## src/xor_skip_pkg.sv

```systemverilog
// constants, states and opcode decoding for the xor/skip execute block
package xor_skip_pkg;

    // ************************************************************
    // register map (byte addresses, one 32-bit word each)
    // ************************************************************
    localparam int AXI_AW = 8;
    localparam logic [7:0] REG_CTRL = 8'h00;
    localparam logic [7:0] REG_ACC = 8'h04;
    localparam logic [7:0] REG_BANK = 8'h08;
    localparam logic [7:0] REG_FLAGS = 8'h0c;
    localparam logic [7:0] REG_STATE = 8'h10;
    localparam logic [7:0] REG_COUNT = 8'h14;
    localparam logic [1:0] RESP_OKAY = 2'h0;
    localparam logic [1:0] RESP_SLVERR = 2'h2;

    // ************************************************************
    // fields and reset values
    // ************************************************************
    localparam int CTRL_RUN = 0;
    localparam int FLAG_Z = 2;
    localparam int FLAG_N = 4;
    localparam int FIELD_ACCESS = 8;
    localparam int FIELD_DEST = 9;
    localparam logic [7:0] ACC_RST = 8'h00;
    localparam logic [7:0] FLAGS_RST = 8'h00;

    // ************************************************************
    // opcodes and instruction-cycle phases
    // ************************************************************
    localparam logic [15:0] TST_MASK = 16'hfe00;
    localparam logic [15:0] TST_CODE = 16'h6600;
    localparam logic [15:0] XLW_MASK = 16'hff00;
    localparam logic [15:0] XLW_CODE = 16'h0a00;
    localparam logic [15:0] XWF_MASK = 16'hfc00;
    localparam logic [15:0] XWF_CODE = 16'h1800;
    localparam logic [1:0] PH_Q1 = 2'h0;
    localparam logic [1:0] PH_Q2 = 2'h1;
    localparam logic [1:0] PH_Q3 = 2'h2;
    localparam logic [1:0] PH_Q4 = 2'h3;

    typedef enum logic [3:0] {
        ST_IDLE = 4'b0001,
        ST_EXEC = 4'b0010,
        ST_SKIP = 4'b0100,
        ST_SKIP2 = 4'b1000
    } core_state_e;

    function automatic logic is_tst(input logic [15:0] w);
        return (w & TST_MASK) == TST_CODE;
    endfunction

    function automatic logic is_xlw(input logic [15:0] w);
        return (w & XLW_MASK) == XLW_CODE;
    endfunction

    function automatic logic is_xwf(input logic [15:0] w);
        return (w & XWF_MASK) == XWF_CODE;
    endfunction

endpackage

```

## src/xor_flag_unit.sv

```systemverilog
// exclusive-or datapath with negative and zero results
module xor_flag_unit
    import xor_skip_pkg::*;
(
    input wire logic [7:0] acc,
    input wire logic [7:0] opnd,
    output logic [7:0] result,
    output logic neg,
    output logic zero
);
    assign result = acc ^ opnd;
    assign neg = result[7];
    assign zero = (result == 8'h00);
endmodule

```

## src/xor_skip_core.sv

```systemverilog
// execute block for the test-skip and the two exclusive-or instructions
// How it works
// - test-skip opcode is 0110 011, then access bit and 8-bit address
// - zero register: prefetched next instruction is flushed, a nop runs instead
// - test-skip lasts one cycle, two on skip, three over a two-word follower
// - test-skip never touches any status flag
// - access bit 0 picks the access bank; 1 picks the bank select register
// - literal xor, 0000 1010 kkkk kkkk, replaces the accumulator with acc^k
// - the literal is the whole low byte of the instruction word
// - both xors update only negative and zero flags from the result
// - register xor, 0001 10da ffff ffff, xors accumulator and file register
// - destination bit 0 writes the accumulator, 1 writes the file register
// - banked address is bank select register joined to the 8-bit address
module xor_skip_core
    import xor_skip_pkg::*;
#(
    parameter int BANK_W = 4,
    parameter logic [7:0] ACC_SPLIT = 8'h80,
    parameter logic [BANK_W-1:0] ACC_HI_BANK = '1
) (
    input wire logic sys_clk,
    input wire logic rst,
    // instruction from the fetch pipeline
    input wire logic instr_valid,
    input wire logic [15:0] instr_word,
    input wire logic next_two_word,
    output logic instr_ready,
    output logic flush_next,
    // data memory
    output logic [BANK_W+7:0] dmem_addr,
    output logic dmem_rd,
    input wire logic [7:0] dmem_rdata,
    output logic dmem_wr,
    output logic [7:0] dmem_wdata,
    // axi4-lite slave
    input wire logic [AXI_AW-1:0] s_axi_awaddr,
    input wire logic s_axi_awvalid,
    output logic s_axi_awready,
    input wire logic [31:0] s_axi_wdata,
    input wire logic [3:0] s_axi_wstrb,
    input wire logic s_axi_wvalid,
    output logic s_axi_wready,
    output logic [1:0] s_axi_bresp,
    output logic s_axi_bvalid,
    input wire logic s_axi_bready,
    input wire logic [AXI_AW-1:0] s_axi_araddr,
    input wire logic s_axi_arvalid,
    output logic s_axi_arready,
    output logic [31:0] s_axi_rdata,
    output logic [1:0] s_axi_rresp,
    output logic s_axi_rvalid,
    input wire logic s_axi_rready
);

    // ************************************************************
    // state
    // ************************************************************
    core_state_e state_q, state_d;
    logic [1:0] phase_q;
    logic [15:0] ins_q;
    logic two_word_q;
    logic [7:0] acc_q;
    logic [7:0] flags_q;
    logic [BANK_W-1:0] bank_q;
    logic run_q;
    logic [7:0] result_q;
    logic res_n_q, res_z_q, tst_zero_q;
    logic flush_q, rd_q, wr_q;
    logic [BANK_W+7:0] addr_q;
    logic [7:0] wdata_q;
    logic [15:0] count_q;

    // ************************************************************
    // decode
    // ************************************************************
    wire accept = instr_ready && instr_valid;
    wire in_exec = (state_q == ST_EXEC);
    wire dec_tst = is_tst(ins_q);
    wire dec_xlw = is_xlw(ins_q);
    wire dec_xwf = is_xwf(ins_q);
    wire q1 = (phase_q == PH_Q1);
    wire q3 = (phase_q == PH_Q3);
    wire q4 = (phase_q == PH_Q4);
    wire banked = ins_q[FIELD_ACCESS];
    wire to_reg = ins_q[FIELD_DEST];
    wire [7:0] faddr = ins_q[7:0];
    // the access bank splits the 8-bit address between bank 0 and the top
    wire [BANK_W-1:0] acc_bank = (faddr < ACC_SPLIT) ? '0 : ACC_HI_BANK;
    wire [BANK_W-1:0] eff_bank = banked ? bank_q : acc_bank;
    wire [BANK_W+7:0] eff_addr = {eff_bank, faddr};
    wire needs_read = dec_tst || dec_xwf;
    // literal xor takes the full low byte, register xor the memory byte
    wire [7:0] opnd = dec_xlw ? ins_q[7:0] : dmem_rdata;
    wire [7:0] xor_res;
    wire xor_n, xor_z;

    xor_flag_unit u_xor (
        .acc(acc_q),
        .opnd(opnd),
        .result(xor_res),
        .neg(xor_n),
        .zero(xor_z)
    );

    wire commit = in_exec && q4;
    wire skip_go = commit && dec_tst && tst_zero_q;
    wire acc_load = commit && (dec_xlw || (dec_xwf && !to_reg));
    wire flag_load = commit && (dec_xlw || dec_xwf);

    // ************************************************************
    // axi4-lite slave
    // ************************************************************
    logic aw_have_q, w_have_q, bvalid_q, rvalid_q;
    logic [AXI_AW-1:0] awaddr_q;
    logic [31:0] wbuf_q, rdata_q;
    logic [1:0] bresp_q, rresp_q;
    assign s_axi_awready = !aw_have_q && !bvalid_q;
    assign s_axi_wready = !w_have_q && !bvalid_q;
    assign s_axi_arready = !rvalid_q;
    assign s_axi_bvalid = bvalid_q;
    assign s_axi_bresp = bresp_q;
    assign s_axi_rvalid = rvalid_q;
    assign s_axi_rdata = rdata_q;
    assign s_axi_rresp = rresp_q;
    wire aw_fire = s_axi_awvalid && s_axi_awready;
    wire w_fire = s_axi_wvalid && s_axi_wready;
    wire ar_fire = s_axi_arvalid && s_axi_arready;
    wire aw_ok = aw_have_q || aw_fire;
    wire w_ok = w_have_q || w_fire;
    wire wr_go = aw_ok && w_ok && !bvalid_q;
    wire [AXI_AW-1:0] wa = aw_have_q ? awaddr_q : s_axi_awaddr;
    wire [31:0] wd = w_have_q ? wbuf_q : s_axi_wdata;
    // only byte lane 0 carries register data
    wire wlane = wr_go && s_axi_wstrb[0] | (wr_go && w_have_q);
    wire wr_ctrl = wlane && (wa == REG_CTRL);
    wire wr_acc = wlane && (wa == REG_ACC);
    wire wr_bank = wlane && (wa == REG_BANK);
    wire wr_flags = wlane && (wa == REG_FLAGS);
    wire wa_ok = (wa == REG_CTRL) || (wa == REG_ACC) ||
                 (wa == REG_BANK) || (wa == REG_FLAGS);
    wire [31:0] rd_mux =
        (s_axi_araddr == REG_CTRL) ? {31'h0, run_q} :
        (s_axi_araddr == REG_ACC) ? {24'h0, acc_q} :
        (s_axi_araddr == REG_BANK) ? {{(32-BANK_W){1'b0}}, bank_q} :
        (s_axi_araddr == REG_FLAGS) ? {24'h0, flags_q} :
        (s_axi_araddr == REG_STATE) ? {26'h0, phase_q, state_q} :
        (s_axi_araddr == REG_COUNT) ? {16'h0, count_q} : 32'h0;
    wire ra_ok = (s_axi_araddr <= REG_COUNT) && (s_axi_araddr[1:0] == 2'h0);

    // wstrb is only valid while wvalid; hold lane 0 enable with the data
    logic wstrb0_q;
    always_ff @(posedge sys_clk) begin
        if (rst) begin
            aw_have_q <= 1'b0;
            w_have_q <= 1'b0;
            bvalid_q <= 1'b0;
            bresp_q <= RESP_OKAY;
            awaddr_q <= '0;
            wbuf_q <= 32'h0;
            wstrb0_q <= 1'b0;
        end else begin
            if (aw_fire && !wr_go) begin
                aw_have_q <= 1'b1;
                awaddr_q <= s_axi_awaddr;
            end
            if (w_fire && !wr_go) begin
                w_have_q <= 1'b1;
                wbuf_q <= s_axi_wdata;
                wstrb0_q <= s_axi_wstrb[0];
            end
            if (wr_go) begin
                aw_have_q <= 1'b0;
                w_have_q <= 1'b0;
                bvalid_q <= 1'b1;
                bresp_q <= wa_ok ? RESP_OKAY : RESP_SLVERR;
            end else if (bvalid_q && s_axi_bready) begin
                bvalid_q <= 1'b0;
            end
        end
    end

    always_ff @(posedge sys_clk) begin
        if (rst) begin
            rvalid_q <= 1'b0;
            rdata_q <= 32'h0;
            rresp_q <= RESP_OKAY;
        end else if (ar_fire) begin
            rvalid_q <= 1'b1;
            rdata_q <= rd_mux;
            rresp_q <= ra_ok ? RESP_OKAY : RESP_SLVERR;
        end else if (s_axi_rready) begin
            rvalid_q <= 1'b0;
        end
    end

    // ************************************************************
    // software-visible registers; the core's own update wins a clash
    // ************************************************************
    wire wbit0 = w_have_q ? wstrb0_q : s_axi_wstrb[0];
    wire sw_acc = wr_acc && wbit0;
    wire sw_flags = wr_flags && wbit0;
    always_ff @(posedge sys_clk) begin
        if (rst) begin
            run_q <= 1'b0;
            bank_q <= '0;
            acc_q <= ACC_RST;
            flags_q <= FLAGS_RST;
        end else begin
            if (wr_ctrl && wbit0)
                run_q <= wd[CTRL_RUN];
            if (wr_bank && wbit0)
                bank_q <= wd[BANK_W-1:0];
            if (acc_load)
                acc_q <= result_q;
            else if (sw_acc)
                acc_q <= wd[7:0];
            if (flag_load) begin
                flags_q[FLAG_N] <= res_n_q;
                flags_q[FLAG_Z] <= res_z_q;
            end else if (sw_flags) begin
                flags_q <= wd[7:0];
            end
        end
    end

    // ************************************************************
    // instruction-cycle sequencer
    // ************************************************************
    assign instr_ready = (state_q == ST_IDLE) && run_q;
    always_comb begin
        state_d = state_q;
        unique case (state_q)
            ST_IDLE: if (accept) state_d = ST_EXEC;
            ST_EXEC: if (q4) state_d = skip_go ? ST_SKIP : ST_IDLE;
            ST_SKIP: if (q4) state_d = two_word_q ? ST_SKIP2 : ST_IDLE;
            ST_SKIP2: if (q4) state_d = ST_IDLE;
            default: state_d = ST_IDLE;
        endcase
    end

    always_ff @(posedge sys_clk) begin
        if (rst) begin
            state_q <= ST_IDLE;
            phase_q <= PH_Q1;
            ins_q <= 16'h0;
            two_word_q <= 1'b0;
            count_q <= 16'h0;
        end else begin
            state_q <= state_d;
            phase_q <= (accept || state_q == ST_IDLE) ? PH_Q1 : phase_q + 2'h1;
            if (accept)
                ins_q <= instr_word;
            if (commit)
                two_word_q <= next_two_word;
            if (q4 && state_q != ST_IDLE)
                count_q <= count_q + 16'h1;
        end
    end

    // ************************************************************
    // datapath: q1 decode, q2 read, q3 process, q4 write
    // ************************************************************
    always_ff @(posedge sys_clk) begin
        if (rst) begin
            addr_q <= '0;
            rd_q <= 1'b0;
            wr_q <= 1'b0;
            wdata_q <= 8'h0;
            result_q <= 8'h0;
            res_n_q <= 1'b0;
            res_z_q <= 1'b0;
            tst_zero_q <= 1'b0;
            flush_q <= 1'b0;
        end else begin
            rd_q <= in_exec && q1 && needs_read;
            wr_q <= in_exec && q3 && dec_xwf && to_reg;
            flush_q <= skip_go;
            if (in_exec && q1)
                addr_q <= eff_addr;
            if (in_exec && q3) begin
                result_q <= xor_res;
                res_n_q <= xor_n;
                res_z_q <= xor_z;
                wdata_q <= xor_res;
                tst_zero_q <= (dmem_rdata == 8'h00);
            end
        end
    end

    assign dmem_addr = addr_q;
    assign dmem_rd = rd_q;
    assign dmem_wr = wr_q;
    assign dmem_wdata = wdata_q;
    assign flush_next = flush_q;

    // ************************************************************
    // checks
    // ************************************************************
    tst_read_a: assert property (@(posedge sys_clk) disable iff (rst)
        in_exec && q1 && dec_tst |=> dmem_rd ##1 !dmem_rd)
        else $error("test-skip did not read its register");
    skip_zero_a: assert property (@(posedge sys_clk) disable iff (rst)
        skip_go |=> flush_next && state_q == ST_SKIP ##1 !flush_next)
        else $error("zero test did not flush the next word");
    skip_len_a: assert property (@(posedge sys_clk) disable iff (rst)
        skip_go && !next_two_word |=> (state_q == ST_SKIP)[*4]
        ##1 state_q == ST_IDLE)
        else $error("single skip length wrong");
    skip_two_a: assert property (@(posedge sys_clk) disable iff (rst)
        skip_go && next_two_word |=> ##4 (state_q == ST_SKIP2)[*4]
        ##1 state_q == ST_IDLE)
        else $error("two-word skip length wrong");
    tst_flags_a: assert property (@(posedge sys_clk) disable iff (rst)
        commit && dec_tst && !sw_flags |=> $stable(flags_q))
        else $error("test-skip changed a flag");
    bank_addr_a: assert property (@(posedge sys_clk) disable iff (rst)
        in_exec && q1 && banked |=>
        dmem_addr == {$past(bank_q), $past(ins_q[7:0])})
        else $error("banked address wrong");
    access_addr_a: assert property (@(posedge sys_clk) disable iff (rst)
        in_exec && q1 && !banked |=> dmem_addr[BANK_W+7:8] ==
        (($past(ins_q[7:0]) < ACC_SPLIT) ? '0 : ACC_HI_BANK))
        else $error("access bank address wrong");
    lit_xor_a: assert property (@(posedge sys_clk) disable iff (rst)
        in_exec && q3 && dec_xlw && !sw_acc |=> ##1
        acc_q == ($past(acc_q, 2) ^ $past(ins_q[7:0], 2)))
        else $error("literal xor result wrong");
    nz_flags_a: assert property (@(posedge sys_clk) disable iff (rst)
        flag_load |=> flags_q[FLAG_Z] == ($past(result_q) == 8'h00) &&
        flags_q[FLAG_N] == $past(result_q[7]) &&
        flags_q[3] == $past(flags_q[3]))
        else $error("xor flags wrong");
    reg_dest_a: assert property (@(posedge sys_clk) disable iff (rst)
        in_exec && q3 && dec_xwf && to_reg |=> dmem_wr &&
        dmem_wdata == $past(acc_q ^ dmem_rdata))
        else $error("register xor write-back wrong");
    one_cycle_a: assert property (@(posedge sys_clk) disable iff (rst)
        accept && is_xwf(instr_word) |=> in_exec[*4] ##1 state_q == ST_IDLE)
        else $error("register xor not one cycle");
endmodule

```

## config.mk

```make
export PLATFORM = sky130hd
export DESIGN_NAME = xor_skip_core
export DESIGN_NICKNAME = d
export VERILOG_FILES = /design/src/xor_skip_pkg.sv /design/src/xor_flag_unit.sv /design/src/xor_skip_core.sv
export SDC_FILE = /design/constraint.sdc
export NUM_CORES = 1
export LEC_CHECK = 0
export BUFFER_PORTS_ARGS = -buffer_cell sky130_fd_sc_hd__buf_4
export CAP_MARGIN = 20
export CELL_PAD_IN_SITES_DETAIL_PLACEMENT = 1
export CELL_PAD_IN_SITES_GLOBAL_PLACEMENT = 2
export CORE_MARGIN = 2
export CORE_UTILIZATION = 28
export CTS_CLUSTER_SIZE = 20
export DETAILED_ROUTE_END_ITERATION = 7
export HOLD_SLACK_MARGIN = 0.08
export PLACE_DENSITY = 0.74
export SLEW_MARGIN = 15
export SYNTH_ARGS = -nofsm -noshare
export SYNTH_HDL_FRONTEND = slang
export SYNTH_SLANG_ARGS = --single-unit
```

## constraint.sdc

```tcl
create_clock -name sys_clk -period 2.2 [get_ports sys_clk]
set_input_delay 0.44 -clock sys_clk [delete_from_list [all_inputs] [get_ports sys_clk]]
set_output_delay 0.44 -clock sys_clk [all_outputs]
set_load 0.01 [all_outputs]
```

; Word level (Yosys, flattened, before mapping)
; Cells that the tools add are included.
[word_totals]
regBits = 143
latch_bits = 0
ramBits = 0
romBits = 0
out_inout_bits = 65
word_cells = 151
memories = 0
[op_classes]
add_sub_neg = 2
n_mul = 0
n_div = 0
magnitude_cmp = 2
n_eq_ne = 22
n_shift = 0
muxes = 30
bitwise_logic = 3
n_reduce_logical = 64
[op_table]
columns = operator, n
row1 = two-way mux 16 bit, 6
row2 = == test 8 x 4 -> 1 bit (second input constant), 5
row3 = two-way mux 8 bit, 5
row4 = logical AND 1 bit, 35
row5 = zero test 8 bit, 4
row6 = two-way mux 4 bit, 7
row7 = adder 16 x 1 -> 16 bit (second input constant), 1
row8 = == test 8 x 3 -> 1 bit (second input constant), 2
row9 = == test 8 x 5 -> 1 bit (second input constant), 2
row10 = one-hot mux 4 bit (4 select lines), 1
row11 = logical OR 1 bit, 9
row12 = <= comparator 8 x 5 -> 1 bit (second input constant), 1
row13 = less-than comparator 8 bit (second input constant), 1
row14 = nonzero test 2 bit, 4
row15 = XOR 8 bit, 1
row16 = == test 7 x 6 -> 1 bit (second input constant), 1
row17 = two-way mux 1 bit, 7
row18 = == test 6 x 3 -> 1 bit (second input constant), 1
row19 = zero test 1 bit, 6
row20 = inequality test 2 bit (second input constant), 3
row21 = two-way mux 5 bit, 1
row22 = == test 2 bit (second input constant), 2
row23 = == test 4 x 1 -> 1 bit (second input constant), 1
row24 = == test 4 x 2 -> 1 bit (second input constant), 1
row25 = 13 further kinds, 16

; Depth between registers and ports, before layout
[logic_depth]
word_depth = 13
depth_mapped = 8
ltp_nobuf = 6

; Hierarchy
; From an unflattened synthesis, not the netlist that was laid out.
[hier_totals]
hier_cells = 690
hier_area_um2 = 5918.2
[by_module_without_submodules]
columns = mod, instances, cells_per_inst, area_per_inst_um2
row1 = xor_skip_core, 1, 678, 5821.8
row2 = xor_flag_unit, 1, 12, 96.3

; Least setup slack after synthesis
; Ideal clock, no wire load.
[synth_timing]
kind = input -> register
start = in s_axi_awaddr[1]
end = reg bank_q[0]
t_arrival_ns = 2.091
required_time_ns = 2.072
slack_ns = -0.019
stages = 7
cell_sequence = or4_1 nor4_2 o21ai_1 or3b_1 clkbuf_1 mux2i_1 nor2_1
[synth_via]
elab_chain_len = 4
[synth_lines]
columns = element, line_no
row1 = start: declaration, xor_skip_core.sv:36  ; input wire logic [AXI_AW-1:0] s_axi_awaddr,
row2 = two-way mux 8 bit, xor_skip_core.sv:131  ; wire [AXI_AW-1:0] wa = aw_have_q ? awaddr_q : s_axi_awaddr;
row3 = == test 8 x 4 -> 1 bit, xor_skip_core.sv:137  ; wire wr_bank = wlane && (wa == REG_BANK);
row4 = logical AND 1 bit, xor_skip_core.sv:137
row5 = logical AND 1 bit, xor_skip_core.sv:211  ; if (wr_bank && wbit0)
row6 = end signal: assignment, xor_skip_core.sv:212  ; bank_q <= wd[BANK_W-1:0];
row7 = end: declaration, xor_skip_core.sv:64  ; logic [BANK_W-1:0] bank_q;
; Every way passes these cells.
; A chain may end at the register's enable or synchronous reset.

; Worst setup path after layout
[layout_timing]
start = reg ins_q[14]
end = reg acc_q[3]
[layout_via]
elab_chain_len = 5
[layout_lines]
columns = element, line_no
row1 = start: declaration, xor_skip_core.sv:60  ; logic [15:0] ins_q;
row2 = start signal: assignment, xor_skip_core.sv:252  ; ins_q <= instr_word;
row3 = == test 6 x 3 -> 1 bit, xor_skip_pkg.sv:58  ; return (w & XWF_MASK) == XWF_CODE;
row4 = logical AND 1 bit, xor_skip_core.sv:107  ; wire acc_load = commit && (dec_xlw || (dec_xwf && !to_reg));
row5 = logical OR 1 bit *, xor_skip_core.sv:107
row6 = logical AND 1 bit *, xor_skip_core.sv:107
row7 = two-way mux 8 bit or nonzero test 2 bit (tied branches), -
row8 = end signal: assignment, xor_skip_core.sv:214  ; acc_q <= result_q;
row9 = end signal: assignment, xor_skip_core.sv:216  ; acc_q <= wd[7:0];
row10 = end: declaration, xor_skip_core.sv:62  ; logic [7:0] acc_q;
; Every way passes the cells marked *; elsewhere a longest branch is shown, timed or not.

==> run summary <==
status: completed
reg2reg setup slack: 0.05 ns
Max Slew Vio Count: 0
grt ovf: 0
Worst-path clk slew: 0.06 ns
Worst Hold Depth: 2
critical path arrival: 2.46 ns
min-delay worst type: input pin to register
Bufs and invs on worst path: 1
CTS tree: done
yosys warns: 0
Final Hold Viols: 0
Yosys cell types: 55
CP max stage cell: or4b_4
DR vias/cell: 4.791
worst r2r src: ins_q[14]
CP Max Fanout: 4
Synth Register Bits: 124
LEAKAGE: 3.139 nW
post-synth top area cell: dfxtp_1
initial antenna violation count: 0
Worst-Margin Slew: 0.6501 ns
Sink Count: 124
worst r2r path cells: 6
required time worst endpoint: 2.51 ns
FFs w/ async S/R, synth: 0%
Iter 0 DRT Violations: 181
row count: 53
min cycle time layout: 2.149 ns
type of element launching the critical path: register
area delta synth->final: 32.38%
DR WL/cell: 16.56 um
synthesized cell area: 5893 sq um
Crit path depth: 6
Clock Latency Late Sink: 0.42 ns
die area: 22220 sq um
Inserted Diodes: 0
endpoint class of the critical path: register
Worst Min Path Start: s_axi_rready
endpoints failing setup: 0
Setup CP Type: register to register
die width: 149.1 um
Seq. cell area: 2486 sq um
Final GP Congestion: 0.7989
Root Driver: clkbuf_16
Core ar.: 20820 sq um
Slowest Stage Delay on Critical Path: 0.57 ns
Synth Area per Inst: 8.504 sq um
via count: 5318
Synth Flop Type: dfxtp_1
Mapped Cells: 693
share of layout cells above drive strength 1: 26.95%
placed cells: 1078
Die Y: 149.1 um
Worst Hold Path EP: s_axi_rvalid
first-pass GRT wire length: 29220 um
Multi-input gate area: 3231 sq um
cell with the most instances after synthesis: dfxtp_1
fmax: 465.4 MHz
critical path's top delay family: simple AND/OR/NAND/NOR gates
Rel. slew slack: 56.53%
vias in the first global route: 5582
CTS Buf Count: 17
1st-pass router iterations: 4
drc violations: 0
clock buffer depth: 2
DP Area: 7167 sq um
H-tree levels: 4
Non-Filler Cell Area, Final: 7801 sq um
RSZ-0062 raised after global routing: true
synth cell count leaders: dfxtp_1, nor2_1, nand2_1
skew final: 0.007983 ns
hold_ws: 0.2060 ns
WL final: 18380 um
total negative slack: 0 ns
max-capacitance violation count: 0
CP cell instances: or4b_4 -> nor4_4 -> buf_4 -> mux2_4 -> mux2i_1 -> nor2_1
number of routed nets with antenna violations: 0
placed wire-length estimate: 13920 um
Core Util, Final: 37.47%
EDFF count, synth: 0
initial core utilization: 28.30%
Ports: 150
Overall Global Routing Usage: 16.97%
Layout Nets: 913
largest cells by area after synthesis: dfxtp_1, mux2i_1, nor2_1, nand2_1, a21oi_1
VDD IR max: 0.4660 mV
power per cell area: 684.7 nW/um^2
buffers added on ports: 104
sequential area share after synthesis: 42.12%
Finished Layout Cells: 1110
Filler cells: 2455
largest net degree at the start of global routing: 57
r2r endpoint: acc_q[3]
top cell type's share of synthesized area: 42.12%
period utilization: 97.66%
-- what timing repair did --
item / 4_1_cts / 5_1_grt
gates resized for setup: 2 / 19
buffers inserted: 0 / 2
setup endpoints to repair: 4 / 18
pin swaps: 0 / 6
hold buffers: 0 / 0
-- where the power goes --
group	total, W	leakage [nW]	switching, W	internal (W)
clock	0.00259	0.261	0.000999	0.00159
combinational	0.000444	1.87	0.000228	0.000216
sequential	0.00231	1.00	0.0000299	0.00228
-- per-stage QoR --
stage                     setup slack (ns)  total power, W
after floorplan                    0.01911        0.002609
after global placement             -0.1721        0.002772
after detailed placement           -0.1895        0.002790
after CTS                         0.004205        0.005385
after global routing              -0.02698        0.005544
final                              0.05139        0.005341
-- flip-flops by register name (all words and copies together), names as in the netlist, 2 cells and up --
name,cells
acc_q,8
awaddr_q,8
bank_q,4
count_q,16
dmem_addr,12
dmem_wdata,7
flags_q,8
ins_q,16
phase_q,2
s_axi_rdata,16
state_q,4
wbuf_q,8
-- per-layer routing --
layer / vias up / wire [um] / global-route usage, % / share of wire, %
met5: - / 0 / 0 / 0
met4: 0 / 252 / 5.286 / 1.4
met3: 19 / 870 / 4.404 / 4.7
met2: 109 / 8932 / 29.12 / 49
met1: 2556 / 8321 / 20.81 / 45
li1: 2634 / - / - / -
-- layout make-up --
class,instances,area share (%)
multi-input cells,518,41.41
clock buffers,22,5.950
clock inverters,8,0.8982
inverters,8,0.3849
well taps,275,4.411
repair buffers,155,15.08
flip-flops and latches,124,31.87
-- placed cells by master, fill, tap and decap left out, types with 6 or more instances in the layout --
cell       Yosys  final
a211oi_1       7      7
a21oi_1       55     55
a22o_1         6      6
a22oi_1       14     14
buf_4         20    154
clkbuf_16      0     17
conb_1         1     18
dfxtp_1      124    121
inv_1          8      8
mux2_2        20     13
mux2_4         0      7
mux2i_1       38     38
nand2_1       91     91
nand3_1        8      8
nand4_1        9      9
nor2_1        93     92
nor2b_1       32     32
nor3_1        32     31
nor4_1         7      6
o2111ai_1      6      6
o21ai_0        7      7
o32ai_1        6      6
xor2_1        12     12
-- cell families after synthesis --
logic type                 share of synthesized area [%]
xor gates and xnor gates                           2.378
buffers and inverters                              5.669
DFF                                                42.12
muxes                                              10.66
other                                            0.06363
adders and majority gates                         0.8493
and+or+nand+nor                                    25.90
AOI/OAI and AO/OA                                  12.36
-- worst max-delay path by stage --
stage	startpoint	to
2_1_floorplan	s_axi_awaddr[1]	bank_q[0]
3_3_place_gp	s_axi_awaddr[1]	flags_q[2]
3_5_place_dp	s_axi_awaddr[1]	acc_q[5]
4_1_cts	ins_q[14]	acc_q[3]
5_1_grt	ins_q[14]	res_z_q
6_report	ins_q[14]	acc_q[3]
(Power assumes the default switching activity.)
